$ cat src/hdl/iof_regs.svh
// Constants shared by both ends of the inbound packet link: header field
// positions, packet shape, receiver register offsets and reset values.
// Assumes nothing of its surroundings; it holds definitions only.
//
// Overview of operation
// - One header word, then four payload words.
// - Header bit 31 flags a timeout.
// - Header bit 30 flags a bad address.
// - Header bit 29 flags an uncorrectable error.
// - Header bit 28 flags uncorrectable tag check bits.
// - Header bits 21:16 carry tag check bits.
// - Header bits 15:0 carry the tag unchanged.
// - Receiver returns interrupt tag with accept/reject.
// - Receiver frees completion credit from tag 12:9.
// - Completion tag 8:0 is zeros then thread id.
// - Payload bytes ascend, four per word, byte0 first.
// - Sender has no registers; errors only in header.
// - Receiver records every error a header flags.
`ifndef IOF_REGS_SVH
`define IOF_REGS_SVH

// Header field positions.
`define IOF_HDR_TIMEOUT 31
`define IOF_HDR_BAD_ADDR 30
`define IOF_HDR_UNCORR 29
`define IOF_HDR_CTAG_UE 28
`define IOF_HDR_RSVD_HI 27
`define IOF_HDR_RSVD_LO 22
`define IOF_HDR_ECC_HI 21
`define IOF_HDR_ECC_LO 16
`define IOF_HDR_TAG_HI 15
`define IOF_HDR_TAG_LO 0
`define IOF_RSVD_ZERO 6'h00

// Tag fields of a completion.
`define IOF_TAG_CREDIT_HI 12
`define IOF_TAG_CREDIT_LO 9
`define IOF_TAG_PAD_HI 8
`define IOF_TAG_PAD_LO 6
`define IOF_TAG_THREAD_HI 5
`define IOF_TAG_THREAD_LO 0
`define IOF_TAG_PAD_ZERO 3'h0

// Packet shape.
`define IOF_PAY_BEATS 4
`define IOF_LAST_BEAT 3'h4
`define IOF_RX_LAST_CNT 2'h3

// Receiver register offsets.
`define IOF_REG_CTRL 12'h000
`define IOF_REG_ERR 12'h004
`define IOF_REG_ERR_LOG 12'h008
`define IOF_REG_CREDIT 12'h00C
`define IOF_REG_PKT_CNT 12'h010

// Receiver control bits and reset values.
`define IOF_CTRL_LINK_EN 0
`define IOF_CTRL_INTR_ACCEPT 1
`define IOF_CTRL_RST 2'h3
`define IOF_CREDIT_RST 16'hFFFF

// Receiver error bits.
`define IOF_ERR_FRAMING 4
`define IOF_ERR_ECC 5
`define IOF_ERR_FORMAT 6

`endif

$ cat src/hdl/iof_pkg.sv
// Types and the tag check-bit function shared by both ends of the link.
// Assumes the constants header is on the include path.
`include "iof_regs.svh"

package iof_pkg;

  typedef struct packed {
    logic first;
    logic intr;
    logic [31:0] data;
  } iof_word_s;

  typedef enum {TX_IDLE, TX_SEND} iof_tx_state_e;
  typedef enum {RX_HDR, RX_PAY} iof_rx_state_e;

  // Hamming code over the 16-bit tag with an overall parity bit on top,
  // so a double error is told apart from a single one.
  function automatic logic [5:0] iof_tag_ecc(input logic [15:0] tag);
    logic [4:0] c;
    int k;
    int p;
    int b;
    c = 5'h00;
    k = 0;
    for (p = 3; p < 22; p++) begin
      if ((p & (p - 1)) != 0) begin
        for (b = 0; b < 5; b++) begin
          if (((p >> b) & 1) != 0) begin
            c[b] = c[b] ^ tag[k];
          end
        end
        k++;
      end
    end
    return {^{tag, c}, c};
  endfunction

endpackage

$ cat src/hdl/iof_link_if.sv
// The word link between the packet framer and the packet receiver.
// Both ends run on pclk; the framer holds a word until ready is seen high.
`timescale 1ns/1ps

interface iof_link_if (
  input logic pclk
);
  logic valid;
  logic first;
  logic intr;
  logic [31:0] data;
  logic ready;

  modport tx (
    output valid,
    output first,
    output intr,
    output data,
    input ready
  );

  modport rx (
    input valid,
    input first,
    input intr,
    input data,
    output ready
  );
endinterface

$ cat src/hdl/iof_receiver.sv
// Packet receiver: collects packets from the link, answers interrupts,
// returns completion credits and logs every flagged error in APB registers.
// Assumes an APB master on pclk and the framer on the same clock.
//
// Chosen here: the placing of the registers and the APB register port.
`timescale 1ns/1ps
`include "iof_regs.svh"

module iof_receiver (
  // Clock, reset and enable.
  input logic pclk,
  input logic presetn,
  input logic cen,
  // APB slave.
  input logic psel,
  input logic penable,
  input logic pwrite,
  input logic [11:0] paddr,
  input logic [31:0] pwdata,
  output logic [31:0] prdata,
  output logic pready,
  output logic pslverr,
  // Packet delivery.
  output logic pkt_valid,
  output logic [31:0] pkt_hdr,
  output logic [127:0] pkt_payload,
  // Interrupt answer.
  output logic intr_resp_valid,
  output logic intr_resp_accept,
  output logic [15:0] intr_resp_tag,
  // Completion delivery.
  output logic cpl_valid,
  output logic [5:0] cpl_thread,
  // Link from the framer.
  iof_link_if.rx link
);

  iof_pkg::iof_rx_state_e state_q;
  logic [1:0] cnt_q;
  logic [31:0] hdr_q;
  logic intr_q;
  logic [127:0] pay_q;
  logic pkt_valid_q;
  logic intr_valid_q;
  logic intr_accept_q;
  logic [15:0] intr_tag_q;
  logic cpl_valid_q;
  logic [5:0] cpl_thread_q;
  logic [1:0] ctrl_q;
  logic [6:0] err_q;
  logic [31:0] err_log_q;
  logic [15:0] credit_q;
  logic [31:0] pkt_cnt_q;
  logic ready_q;
  logic [31:0] prdata_q;
  logic pready_q;
  logic pslverr_q;

  // Link side decode.
  wire take = link.valid & ready_q;
  wire hdr_take = take & link.first;
  wire pay_take = take & ~link.first & (state_q == iof_pkg::RX_PAY);
  wire stray = take & ~link.first & (state_q == iof_pkg::RX_HDR);
  wire done = pay_take & (cnt_q == `IOF_RX_LAST_CNT);
  wire [15:0] tag = hdr_q[`IOF_HDR_TAG_HI:`IOF_HDR_TAG_LO];
  wire [3:0] hdr_err = hdr_q[`IOF_HDR_TIMEOUT:`IOF_HDR_CTAG_UE];
  wire ecc_bad = iof_pkg::iof_tag_ecc(tag) != hdr_q[`IOF_HDR_ECC_HI:`IOF_HDR_ECC_LO];
  wire pad_bad = tag[`IOF_TAG_PAD_HI:`IOF_TAG_PAD_LO] != `IOF_TAG_PAD_ZERO;
  wire frame_bad = stray | (hdr_take & (state_q == iof_pkg::RX_PAY));
  wire [6:0] err_set = {
    done & ~intr_q & pad_bad,
    done & ecc_bad,
    frame_bad,
    done ? hdr_err : 4'h0
  };
  wire [15:0] credit_ret = (done & ~intr_q) ? (16'h0001 << tag[`IOF_TAG_CREDIT_HI:`IOF_TAG_CREDIT_LO]) : 16'h0000;

  // APB decode; writes land at the edge where pready is seen high.
  wire acc = psel & penable;
  wire wr_now = acc & pwrite & pready_q;
  wire sel_ctrl = paddr == `IOF_REG_CTRL;
  wire sel_err = paddr == `IOF_REG_ERR;
  wire sel_log = paddr == `IOF_REG_ERR_LOG;
  wire sel_cred = paddr == `IOF_REG_CREDIT;
  wire sel_cnt = paddr == `IOF_REG_PKT_CNT;
  wire mapped = sel_ctrl | sel_err | sel_log | sel_cred | sel_cnt;
  wire [6:0] err_clr = (wr_now & sel_err) ? pwdata[6:0] : 7'h00;
  wire [15:0] credit_clm = (wr_now & sel_cred) ? pwdata[15:0] : 16'h0000;
  wire [31:0] rd_mux = sel_ctrl ? {30'h0, ctrl_q} :
                       sel_err ? {25'h0, err_q} :
                       sel_log ? err_log_q :
                       sel_cred ? {16'h0, credit_q} :
                       sel_cnt ? pkt_cnt_q : 32'h0000_0000;

  // Packet assembly; a header in mid-packet restarts the packet.
  always_ff @(posedge pclk or negedge presetn) begin
    if (!presetn) begin
      state_q <= iof_pkg::RX_HDR;
      cnt_q <= 2'h0;
      hdr_q <= 32'h0000_0000;
      intr_q <= 1'b0;
      pay_q <= 128'h0;
    end else if (cen) begin
      if (hdr_take) begin
        state_q <= iof_pkg::RX_PAY;
        cnt_q <= 2'h0;
        hdr_q <= link.data;
        intr_q <= link.intr;
      end else if (pay_take) begin
        pay_q <= {pay_q[95:0], link.data};
        cnt_q <= cnt_q + 2'h1;
        if (done) begin
          state_q <= iof_pkg::RX_HDR;
        end
      end
    end
  end

  // Delivery, interrupt answer and completion; reserved bits are ignored.
  always_ff @(posedge pclk or negedge presetn) begin
    if (!presetn) begin
      pkt_valid_q <= 1'b0;
      intr_valid_q <= 1'b0;
      intr_accept_q <= 1'b0;
      intr_tag_q <= 16'h0000;
      cpl_valid_q <= 1'b0;
      cpl_thread_q <= 6'h00;
      pkt_cnt_q <= 32'h0000_0000;
    end else if (cen) begin
      pkt_valid_q <= done;
      intr_valid_q <= done & intr_q;
      cpl_valid_q <= done & ~intr_q;
      if (done) begin
        pkt_cnt_q <= pkt_cnt_q + 32'h0000_0001;
        if (intr_q) begin
          intr_tag_q <= tag;
          intr_accept_q <= ctrl_q[`IOF_CTRL_INTR_ACCEPT] & (hdr_err == 4'h0);
        end else begin
          cpl_thread_q <= tag[`IOF_TAG_THREAD_HI:`IOF_TAG_THREAD_LO];
        end
      end
    end
  end

  // Registers: error bits and credits let a hardware set win over a clear.
  always_ff @(posedge pclk or negedge presetn) begin
    if (!presetn) begin
      ctrl_q <= `IOF_CTRL_RST;
      err_q <= 7'h00;
      err_log_q <= 32'h0000_0000;
      credit_q <= `IOF_CREDIT_RST;
      ready_q <= 1'b0;
    end else if (cen) begin
      if (wr_now & sel_ctrl) begin
        ctrl_q <= pwdata[1:0];
      end
      err_q <= (err_q & ~err_clr) | err_set;
      if (done && hdr_err != 4'h0) begin
        err_log_q <= hdr_q;
      end
      credit_q <= (credit_q & ~credit_clm) | credit_ret;
      ready_q <= ctrl_q[`IOF_CTRL_LINK_EN];
    end
  end

  // APB answer: one wait cycle, data and error latched with pready.
  always_ff @(posedge pclk or negedge presetn) begin
    if (!presetn) begin
      pready_q <= 1'b0;
      prdata_q <= 32'h0000_0000;
      pslverr_q <= 1'b0;
    end else if (cen) begin
      pready_q <= acc & ~pready_q;
      if (acc && !pready_q) begin
        prdata_q <= pwrite ? 32'h0000_0000 : rd_mux;
        pslverr_q <= ~mapped;
      end else begin
        pslverr_q <= 1'b0;
      end
    end
  end

  assign prdata = prdata_q;
  assign pready = pready_q;
  assign pslverr = pslverr_q;
  assign pkt_valid = pkt_valid_q;
  assign pkt_hdr = hdr_q;
  assign pkt_payload = pay_q;
  assign intr_resp_valid = intr_valid_q;
  assign intr_resp_accept = intr_accept_q;
  assign intr_resp_tag = intr_tag_q;
  assign cpl_valid = cpl_valid_q;
  assign cpl_thread = cpl_thread_q;
  assign link.ready = ready_q;

endmodule

$ cat src/flat_wrapper.sv
// flat-port wrapper written by rule: the top's interface ports become plain ports
module iof_receiver_flat 
  (pclk, presetn, cen, psel, penable, pwrite, paddr, pwdata, prdata, pready, pslverr, pkt_valid, pkt_hdr, pkt_payload, intr_resp_valid, intr_resp_accept, intr_resp_tag, cpl_valid, cpl_thread, link_valid, link_first, link_intr, link_data, link_ready);
  iof_link_if link_i (.pclk(pclk));
  input logic pclk;
  input logic presetn;
  input logic cen;
  input logic psel;
  input logic penable;
  input logic pwrite;
  input logic [11:0] paddr;
  input logic [31:0] pwdata;
  output logic [31:0] prdata;
  output logic pready;
  output logic pslverr;
  output logic pkt_valid;
  output logic [31:0] pkt_hdr;
  output logic [127:0] pkt_payload;
  output logic intr_resp_valid;
  output logic intr_resp_accept;
  output logic [15:0] intr_resp_tag;
  output logic cpl_valid;
  output logic [5:0] cpl_thread;
  input wire logic [$bits(link_i.valid)-1:0] link_valid;
  input wire logic [$bits(link_i.first)-1:0] link_first;
  input wire logic [$bits(link_i.intr)-1:0] link_intr;
  input wire logic [$bits(link_i.data)-1:0] link_data;
  output wire logic [$bits(link_i.ready)-1:0] link_ready;
  assign link_i.valid = link_valid;
  assign link_i.first = link_first;
  assign link_i.intr = link_intr;
  assign link_i.data = link_data;
  assign link_ready = link_i.ready;
  iof_receiver u_core (.pclk(pclk), .presetn(presetn), .cen(cen), .psel(psel), .penable(penable), .pwrite(pwrite), .paddr(paddr), .pwdata(pwdata), .prdata(prdata), .pready(pready), .pslverr(pslverr), .pkt_valid(pkt_valid), .pkt_hdr(pkt_hdr), .pkt_payload(pkt_payload), .intr_resp_valid(intr_resp_valid), .intr_resp_accept(intr_resp_accept), .intr_resp_tag(intr_resp_tag), .cpl_valid(cpl_valid), .cpl_thread(cpl_thread), .link(link_i));
endmodule
$ cat config.mk
export PLATFORM = sky130hd
export DESIGN_NAME = iof_receiver_flat
export DESIGN_NICKNAME = d
export VERILOG_FILES = /design/src/hdl/iof_pkg.sv /design/src/hdl/iof_link_if.sv /design/src/hdl/iof_receiver.sv /design/src/flat_wrapper.sv
export VERILOG_INCLUDE_DIRS = /design/src /design/src/hdl
export SDC_FILE = /design/constraint.sdc
export NUM_CORES = 1
export LEC_CHECK = 0
export BUFFER_PORTS_ARGS = -buffer_cell sky130_fd_sc_hd__buf_2
export CAP_MARGIN = 20
export CORE_MARGIN = 2
export CORE_UTILIZATION = 50
export CTS_CLUSTER_SIZE = 8
export DETAILED_ROUTE_END_ITERATION = 8
export PLACE_DENSITY = 0.8
export REMOVE_ABC_BUFFERS = 1
export SETUP_SLACK_MARGIN = 0.02
export SLEW_MARGIN = 10
export SYNTH_ARGS = -nofsm -noshare
export SYNTH_HDL_FRONTEND = slang
export SYNTH_SLANG_ARGS = --single-unit
$ cat constraint.sdc
create_clock -name pclk -period 2.8 [get_ports pclk]
set_input_delay 0.42 -clock pclk [delete_from_list [all_inputs] [get_ports pclk]]
set_output_delay 0.42 -clock pclk [all_outputs]
set_load 0.01 [all_outputs]
Word level (Yosys, flattened, before mapping)
Index checks and enable logic that the tools add are counted.
Widths: inputs -> output; s select.
{ "totals": {"ram_bits": 0, "latchBits": 0, "output_inout_bits": 221, "mem_count": 0, "wordCells": 137, "in_bits": 85, "ff_bits": 345, "mem_bits_ro": 0} }
{ "op_classes": {"reduce_logical": 21, "order_cmp": 0, "n_addsub": 2, "eq_ne": 7, "mul": 0, "bitwise_logic": 70, "muxes": 16, "shifts": 1, "div": 0} }
{ "op_table": {"columns": ["cell", "n"], "rows": [
  ["$mux 32", 9],
  ["$xor 1x1->1", 35],
  ["$add 32x1->32 const B", 1],
  ["$eq 32x2->1 const B", 1],
  ["$logic_not 32->1", 1],
  ["$mux 16", 2],
  ["$eq 12x4->1 const B", 2],
  ["$reduce_xor 21->1", 1],
  ["$and 1x1->1", 19],
  ["$and 16x16->16", 1],
  ["$not 16->16", 1],
  ["$or 16x16->16", 1],
  ["$shl 1x4->16 const A", 1],
  ["$eq 12x3->1 const B", 1],
  ["$eq 12x5->1 const B", 1],
  ["$logic_not 12->1", 1],
  ["$reduce_and 2->1", 6],
  ["$reduce_and 3->1", 4],
  ["$and 7x7->7", 1],
  ["$mux 7", 1],
  ["$not 7->7", 1],
  ["$or 7x7->7", 1],
  ["$ne 6x6->1", 1],
  ["$not 1->1", 5],
  ["other kinds (12)", 19]
]} }

Longest topological paths before layout
{ "logic_depth": {"depth_word": 13, "depth_mapped": 8, "depth_no_buf": 8} }

Worst setup path after synthesis
Ideal clock, no wire load.
{ "synth_timing": {"kind": "input port to flip-flop", "start": "in paddr[9]", "end": "reg u_core.err_q[5]", "setup_slack_ps": 743, "t_required_ps": 2670, "path_buffers": 1, "arrival_time_ps": 1926, "setup_ps": 130, "path_stages": 7, "cell_sequence": "nor3_2 > nand4_2 > or4_1 > clkbuf_1 > o21a_1 > a2111oi_2 > a21oi_1"} }
{ "synth_via": {"elab_chain_len": 6} }
{ "synth_rtl": {"columns": ["item", "line", "rtl"], "rows": [
  ["start, declared", "flat_wrapper.sv:11", "input logic [11:0] paddr;"],
  ["$eq 12x3->1 (no line)", null, null],
  ["$and 1x1->1", "iof_receiver.sv:87", "wire [6:0] err_clr = (wr_now & sel_err) ? pwdata[6:0] : 7'h00;"],
  ["$mux 7", "iof_receiver.sv:87", null],
  ["$not 7->7", "iof_receiver.sv:157", "err_q <= (err_q & ~err_clr) | err_set;"],
  ["$and 7x7->7", "iof_receiver.sv:157", null],
  ["$or 7x7->7", "iof_receiver.sv:157", null],
  ["end signal, assigned", "iof_receiver.sv:157", null],
  ["end, declared", "iof_receiver.sv:50", "logic [6:0] err_q;"]
]} }
Every way passes these cells.
A chain may end at the register's enable or synchronous reset.

Worst setup path after layout
{ "layout_timing": {"start": "reg u_core.hdr_q[9], in the netlist u_core.pkt_hdr[9]", "end": "reg u_core.err_q[5]"} }
{ "layout_via": {"elab_chain_len": 8, "elab_cells_between_ends": 14, "classes_between": "eq/ne: 1; bitwise: 12; reduce/logical: 1"} }
{ "layout_rtl": {"columns": ["item", "line", "rtl"], "rows": [
  ["start, declared", "iof_receiver.sv:40", "logic [31:0] hdr_q;"],
  ["start signal, assigned", "iof_receiver.sv:107", "hdr_q <= link.data;"],
  ["$xor 1x1->1 (4 in a row)", "iof_pkg.sv:29", "c[b] = c[b] ^ tag[k];"],
  ["$reduce_xor 21->1", "iof_pkg.sv:35", "return {^{tag, c}, c};"],
  ["$ne 6x6->1 (*)", "iof_receiver.sv:67", "wire ecc_bad = iof_pkg::iof_tag_ecc(tag) != hdr_q[`IOF_HDR_ECC_HI:`IOF_HDR_ECC_LO];"],
  ["$and 1x1->1 (*)", "iof_receiver.sv:72", "done & ecc_bad,"],
  ["$or 7x7->7 (*)", "iof_receiver.sv:157", null]
]} }
Mark *: on every way between the ends. The rest lies on a longest branch, timed or not.

==> insert_results.sql <==
INSERT INTO impl_metrics (metric_group, metric, value, unit) VALUES
('outcome', 'outcome', 'finished clean', ''),
('timing', 'grt_setup_unrepaired', 'no', ''),
('worst_setup_path', 'crit_path_end_kind', 'flip-flop', ''),
('die', 'placement_rows', '59', ''),
('synthesis', 'synth_top_cells_by_count', '296 x dfrtp_1, 213 x mux2_2, 103 x nand2_1', ''),
('grt', 'globalRoute.totalOverflow', '0', ''),
('grt', 'grt_pass1_vias', '9077', ''),
('grt', 'maximum_number_of_pins_on_one_net_before_global_route_repair', '71', ''),
('worst_setup_path', 'worstPathCellList', 'inv_1 > ha_1 > xor2_1 > xnor2_1 > xnor2_1 > xnor2_1 > xnor2_1 > a21oi_1', ''),
('grt', 'grt.total_usage', '23.6', '%'),
('worst_setup_path', 'cp.buffers_inverters', '1', ''),
('synthesis', 'synth_cells', '1004', ''),
('place', 'dp_hpwl', '22600', 'µm'),
('synthesis', 'number_of_synthesized_flops_with_an_enable_pin', '0', ''),
('clock_network', 'tritoncts.num_buffers', '45', ''),
('die', 'die-area', '0.0274', 'mm²'),
('worst_setup_path', 'critical_path.startpoint_type', 'flip-flop', ''),
('die', 'fp.dieH', '165', 'µm'),
('die', 'coreArea', '0.0258', 'mm²'),
('synthesis', 'post-synth-top-count-cell', 'dfrtp_1', ''),
('timing', 'max_clock_freq', '456', 'MHz'),
('worst_setup_path', 'critical_path_arrival', '2.60', 'ns'),
('routing', 'drc', '0', ''),
('synthesis', 'yosys_warnings', '0', ''),
('place', 'gpl.final_weighted_congestion', '0.910', ''),
('timing', 'worstMarginPinSlew', '0.944', 'ns'),
('die', 'start_util', '50.5', '%'),
('clock_network', 'clock_latency', '0.54', 'ns'),
('timing', 'slew_violations', '0', ''),
('timing', 'post_route_clock_skew', '0.0151', 'ns'),
('worst_setup_path', 'cp_common_cell', 'xnor2_1', ''),
('flow_run', 'drv.max_cap_violation_count', '0', ''),
('worst_setup_path', 'worst-path-max-fanout', '8', ''),
('pwr', 'power.ir.vdd_worst', '0.385', 'mV'),
('routing', 'wl_final', '32700', 'µm'),
('worst_setup_path', 'crit_slowest_cell', 'dfrtp_1', ''),
('routing', 'drt-initial-drc-count', '516', ''),
('timing', 'report.final.setup_viol', '0', ''),
('final_layout', 'drive_above_1_share', '45.7', '%'),
('timing', 'min_period', '2.19', 'ns'),
('final_layout', 'finish.utilization', '63.0', '%'),
('worst_setup_path', 'critical-path-max-stage-delay', '0.62', 'ns'),
('routing', 'final_antenna_net_count', '0', ''),
('worst_hold_path', 'holdCritPathClass', 'input pin to flip-flop', ''),
('synthesis', 'postSynth.asyncResetShare', '100', '%'),
('synthesis', 'netlist_top_cells_area', 'dfrtp_1 57%, mux2_2 18%, dfstp_2 3.6%', ''),
('grt', 'antenna_found_initial', '1', ''),
('synthesis', 'most_area_hungry_cell_type_in_the_yosys_netlist', 'dfrtp_1', ''),
('die', 'top_level_ports', '306', ''),
('routing', 'average_detailed_routed_wire_length_per_instance', '19.5', 'µm'),
('routing', 'dr.pass1.iters', '5', ''),
('routing', 'vias', '9086', ''),
('synthesis', 'ys.flop_type', 'dfrtp_1', ''),
('clock_network', 'cts_tree', 'done', ''),
('clock_network', 'cts-htree-levels', '2', ''),
('synthesis', 'yosys.cell_types.count', '49', ''),
('final_layout', 'finish.net_count', '1415', ''),
('clock_network', 'cts.sinks', '314', ''),
('synthesis', 'synth_area', '0.0130', 'mm²'),
('timing', 'period_share', '78.4', '%'),
('worst_setup_path', 'worst-setup-path-type', 'flip-flop to flip-flop', ''),
('die', 'die_w', '165', 'µm'),
('worst_setup_path', 'path_delay_family', 'XOR/XNOR gates', ''),
('place', 'portBuffers', '289', ''),
('grt', 'grt_pass1_wl', '49900', 'µm'),
('clock_network', 'ctsRootBufferMaster', 'clkbuf_16', ''),
('worst_setup_path', 'worst_ep_required_time', '3.20', 'ns'),
('place', 'cell_count_after_placement', '1611', ''),
('clock_network', 'clkSlewWorstSetupHoldPaths', '0.05', 'ns'),
('synthesis', 'synth_area_per_cell', '13.0', 'µm²'),
('pwr', 'power.static_leakage', '8.64', 'nW'),
('timing', 'timing.max_slew.rel_slack', '36.9', '%'),
('clock_network', 'buffer_levels_on_the_longest_clock_path', '3', ''),
('synthesis', 'seq_total_area_yosys', '60.4', '%'),
('final_layout', 'areaGrowthSynthToFinish', '24.9', '%'),
('timing', 'finalHoldViolCount', '0', ''),
('synthesis', 'ys_ff_latch', '314', ''),
('routing', 'route.detailed.vias_per_inst', '5.41', ''),
('synthesis', 'yosysTopAreaCellShare', '56.8', '%'),
('pwr', 'power_density', '592', 'mW/mm²'),
('final_layout', 'finish.cell_count_without_fillers', '1681', '');
placed cells by master (no fill, tap or decap), types with 15 or more instances in the layout:
cell type	instances
o21ai_0	52
buf_4	24
a21oi_1	15
buf_2	288
mux2_2	213
nand3_1	21
dfrtp_1	296
xor2_1	22
clkbuf_1	19
xnor2_1	44
nor2_1	33
clkbuf_16	45
inv_1	19
dfstp_2	18
a22oi_1	25
nand2_1	103
final cells by class:
class	instances	area (µm²)
Fill cell	1993	9560
Sequential cell	314	7880
Multi-Input combinational cell	624	4890
Timing Repair Buffer	320	1770
Clock buffer	64	1200
Tap cell	335	419
Inverter	19	71.3
Clock inverter	4	50.0
Antenna cell	1	2.50
flip-flops by register name (all words and copies together), names as in the netlist, 2 cells and up:
signal,count
u_core.cnt_q,2
u_core.ctrl_q,2
u_core.err_q,7
u_core.credit_q,16
u_core.prdata,32
u_core.pkt_payload,128
u_core.pkt_hdr,32
u_core.cpl_thread,6
u_core.err_log_q,32
u_core.intr_resp_tag,16
u_core.pkt_cnt_q,32
report_power, final:
part	internal, mW	switching, mW	leakage [nW]
clock network	2.93	1.92	0.599
logic	0.0724	0.168	3.76
registers	4.55	0.00290	4.28
total	7.56	2.09	8.64
final timing paths:
kind,startpoint,to,slack [ns],cells past startpoint
max,u_core.pkt_hdr[9]$_DFFE_PN0P_,u_core.err_q[5]$_DFFE_PN0P_,0.61,8
min,link_intr,u_core.intr_q$_DFFE_PN0P_,0.13,2
max reg2reg,u_core.pkt_hdr[9]$_DFFE_PN0P_,u_core.err_q[5]$_DFFE_PN0P_,0.61,8
min reg2reg,u_core.cpl_thread[5]$_DFFE_PN0P_,u_core.cpl_thread[5]$_DFFE_PN0P_,0.47,2
max in group asynchronous,presetn,u_core.pkt_payload[72]$_DFFE_PN0P_,1.60,3
min in group asynchronous,presetn,u_core.pkt_payload[88]$_DFFE_PN0P_,0.44,2
cells by family after synthesis:
logic type	Yosys count	share of synthesized area (%)
xor gates and xnor gates	66	4.43
DFF	314	60.4
muxes	216	18.6
and+or+nand+nor	217	8.07
adders and majority gates	6	0.576
buffers and inverters	66	2.09
AOI/OAI and AO/OA	119	5.76
layer usage:
layer / part of all wire, % / up-vias / track usage, % / wire length, µm
met2: 50 / 301 / 39.4 / 16400
met3: 6.4 / 55 / 5.24 / 2110
met4: 2.5 / 0 / 7.33 / 830
li1: - / 4166 / - / -
met1: 41 / 4564 / 31.1 / 13400
met5: 0 / - / 0 / 0
per-stage QoR:
step	setup slack (ns)	power, mW	setup TNS [ns]	hold slack, ns	cell area [µm²]
detailed placement	0.388	4.87	0	0.434	15000
floorplan	-7.69	4.66	-992.23	0.124	12800
CTS	0.590	9.71	0	0.115	16300
finish	0.605	9.64	0	0.125	16300
global route	0.471	9.96	0	0.123	16300
global placement	0.448	4.86	0	0.429	15000
timing repair:
| item | CTS | global route |
|---|---|---|
| hold buffers | 1 | 0 |
| endpoints found under the hold margin | 57 | 0 |
| resized for setup | 0 | 0 |
| setup buffers | 0 | 0 |
worst reg2reg max path: cells and delay by family (launching register included):
kind                       cells  cell delay, ns
xor gates and xnor gates       5            0.82
DFF                            1            0.62
adders and majority gates      1            0.34
buffers and inverters          1            0.20
AOI/OAI and AO/OA              1            0.08
No activity file was read; power rests on OpenSTA's default activity.
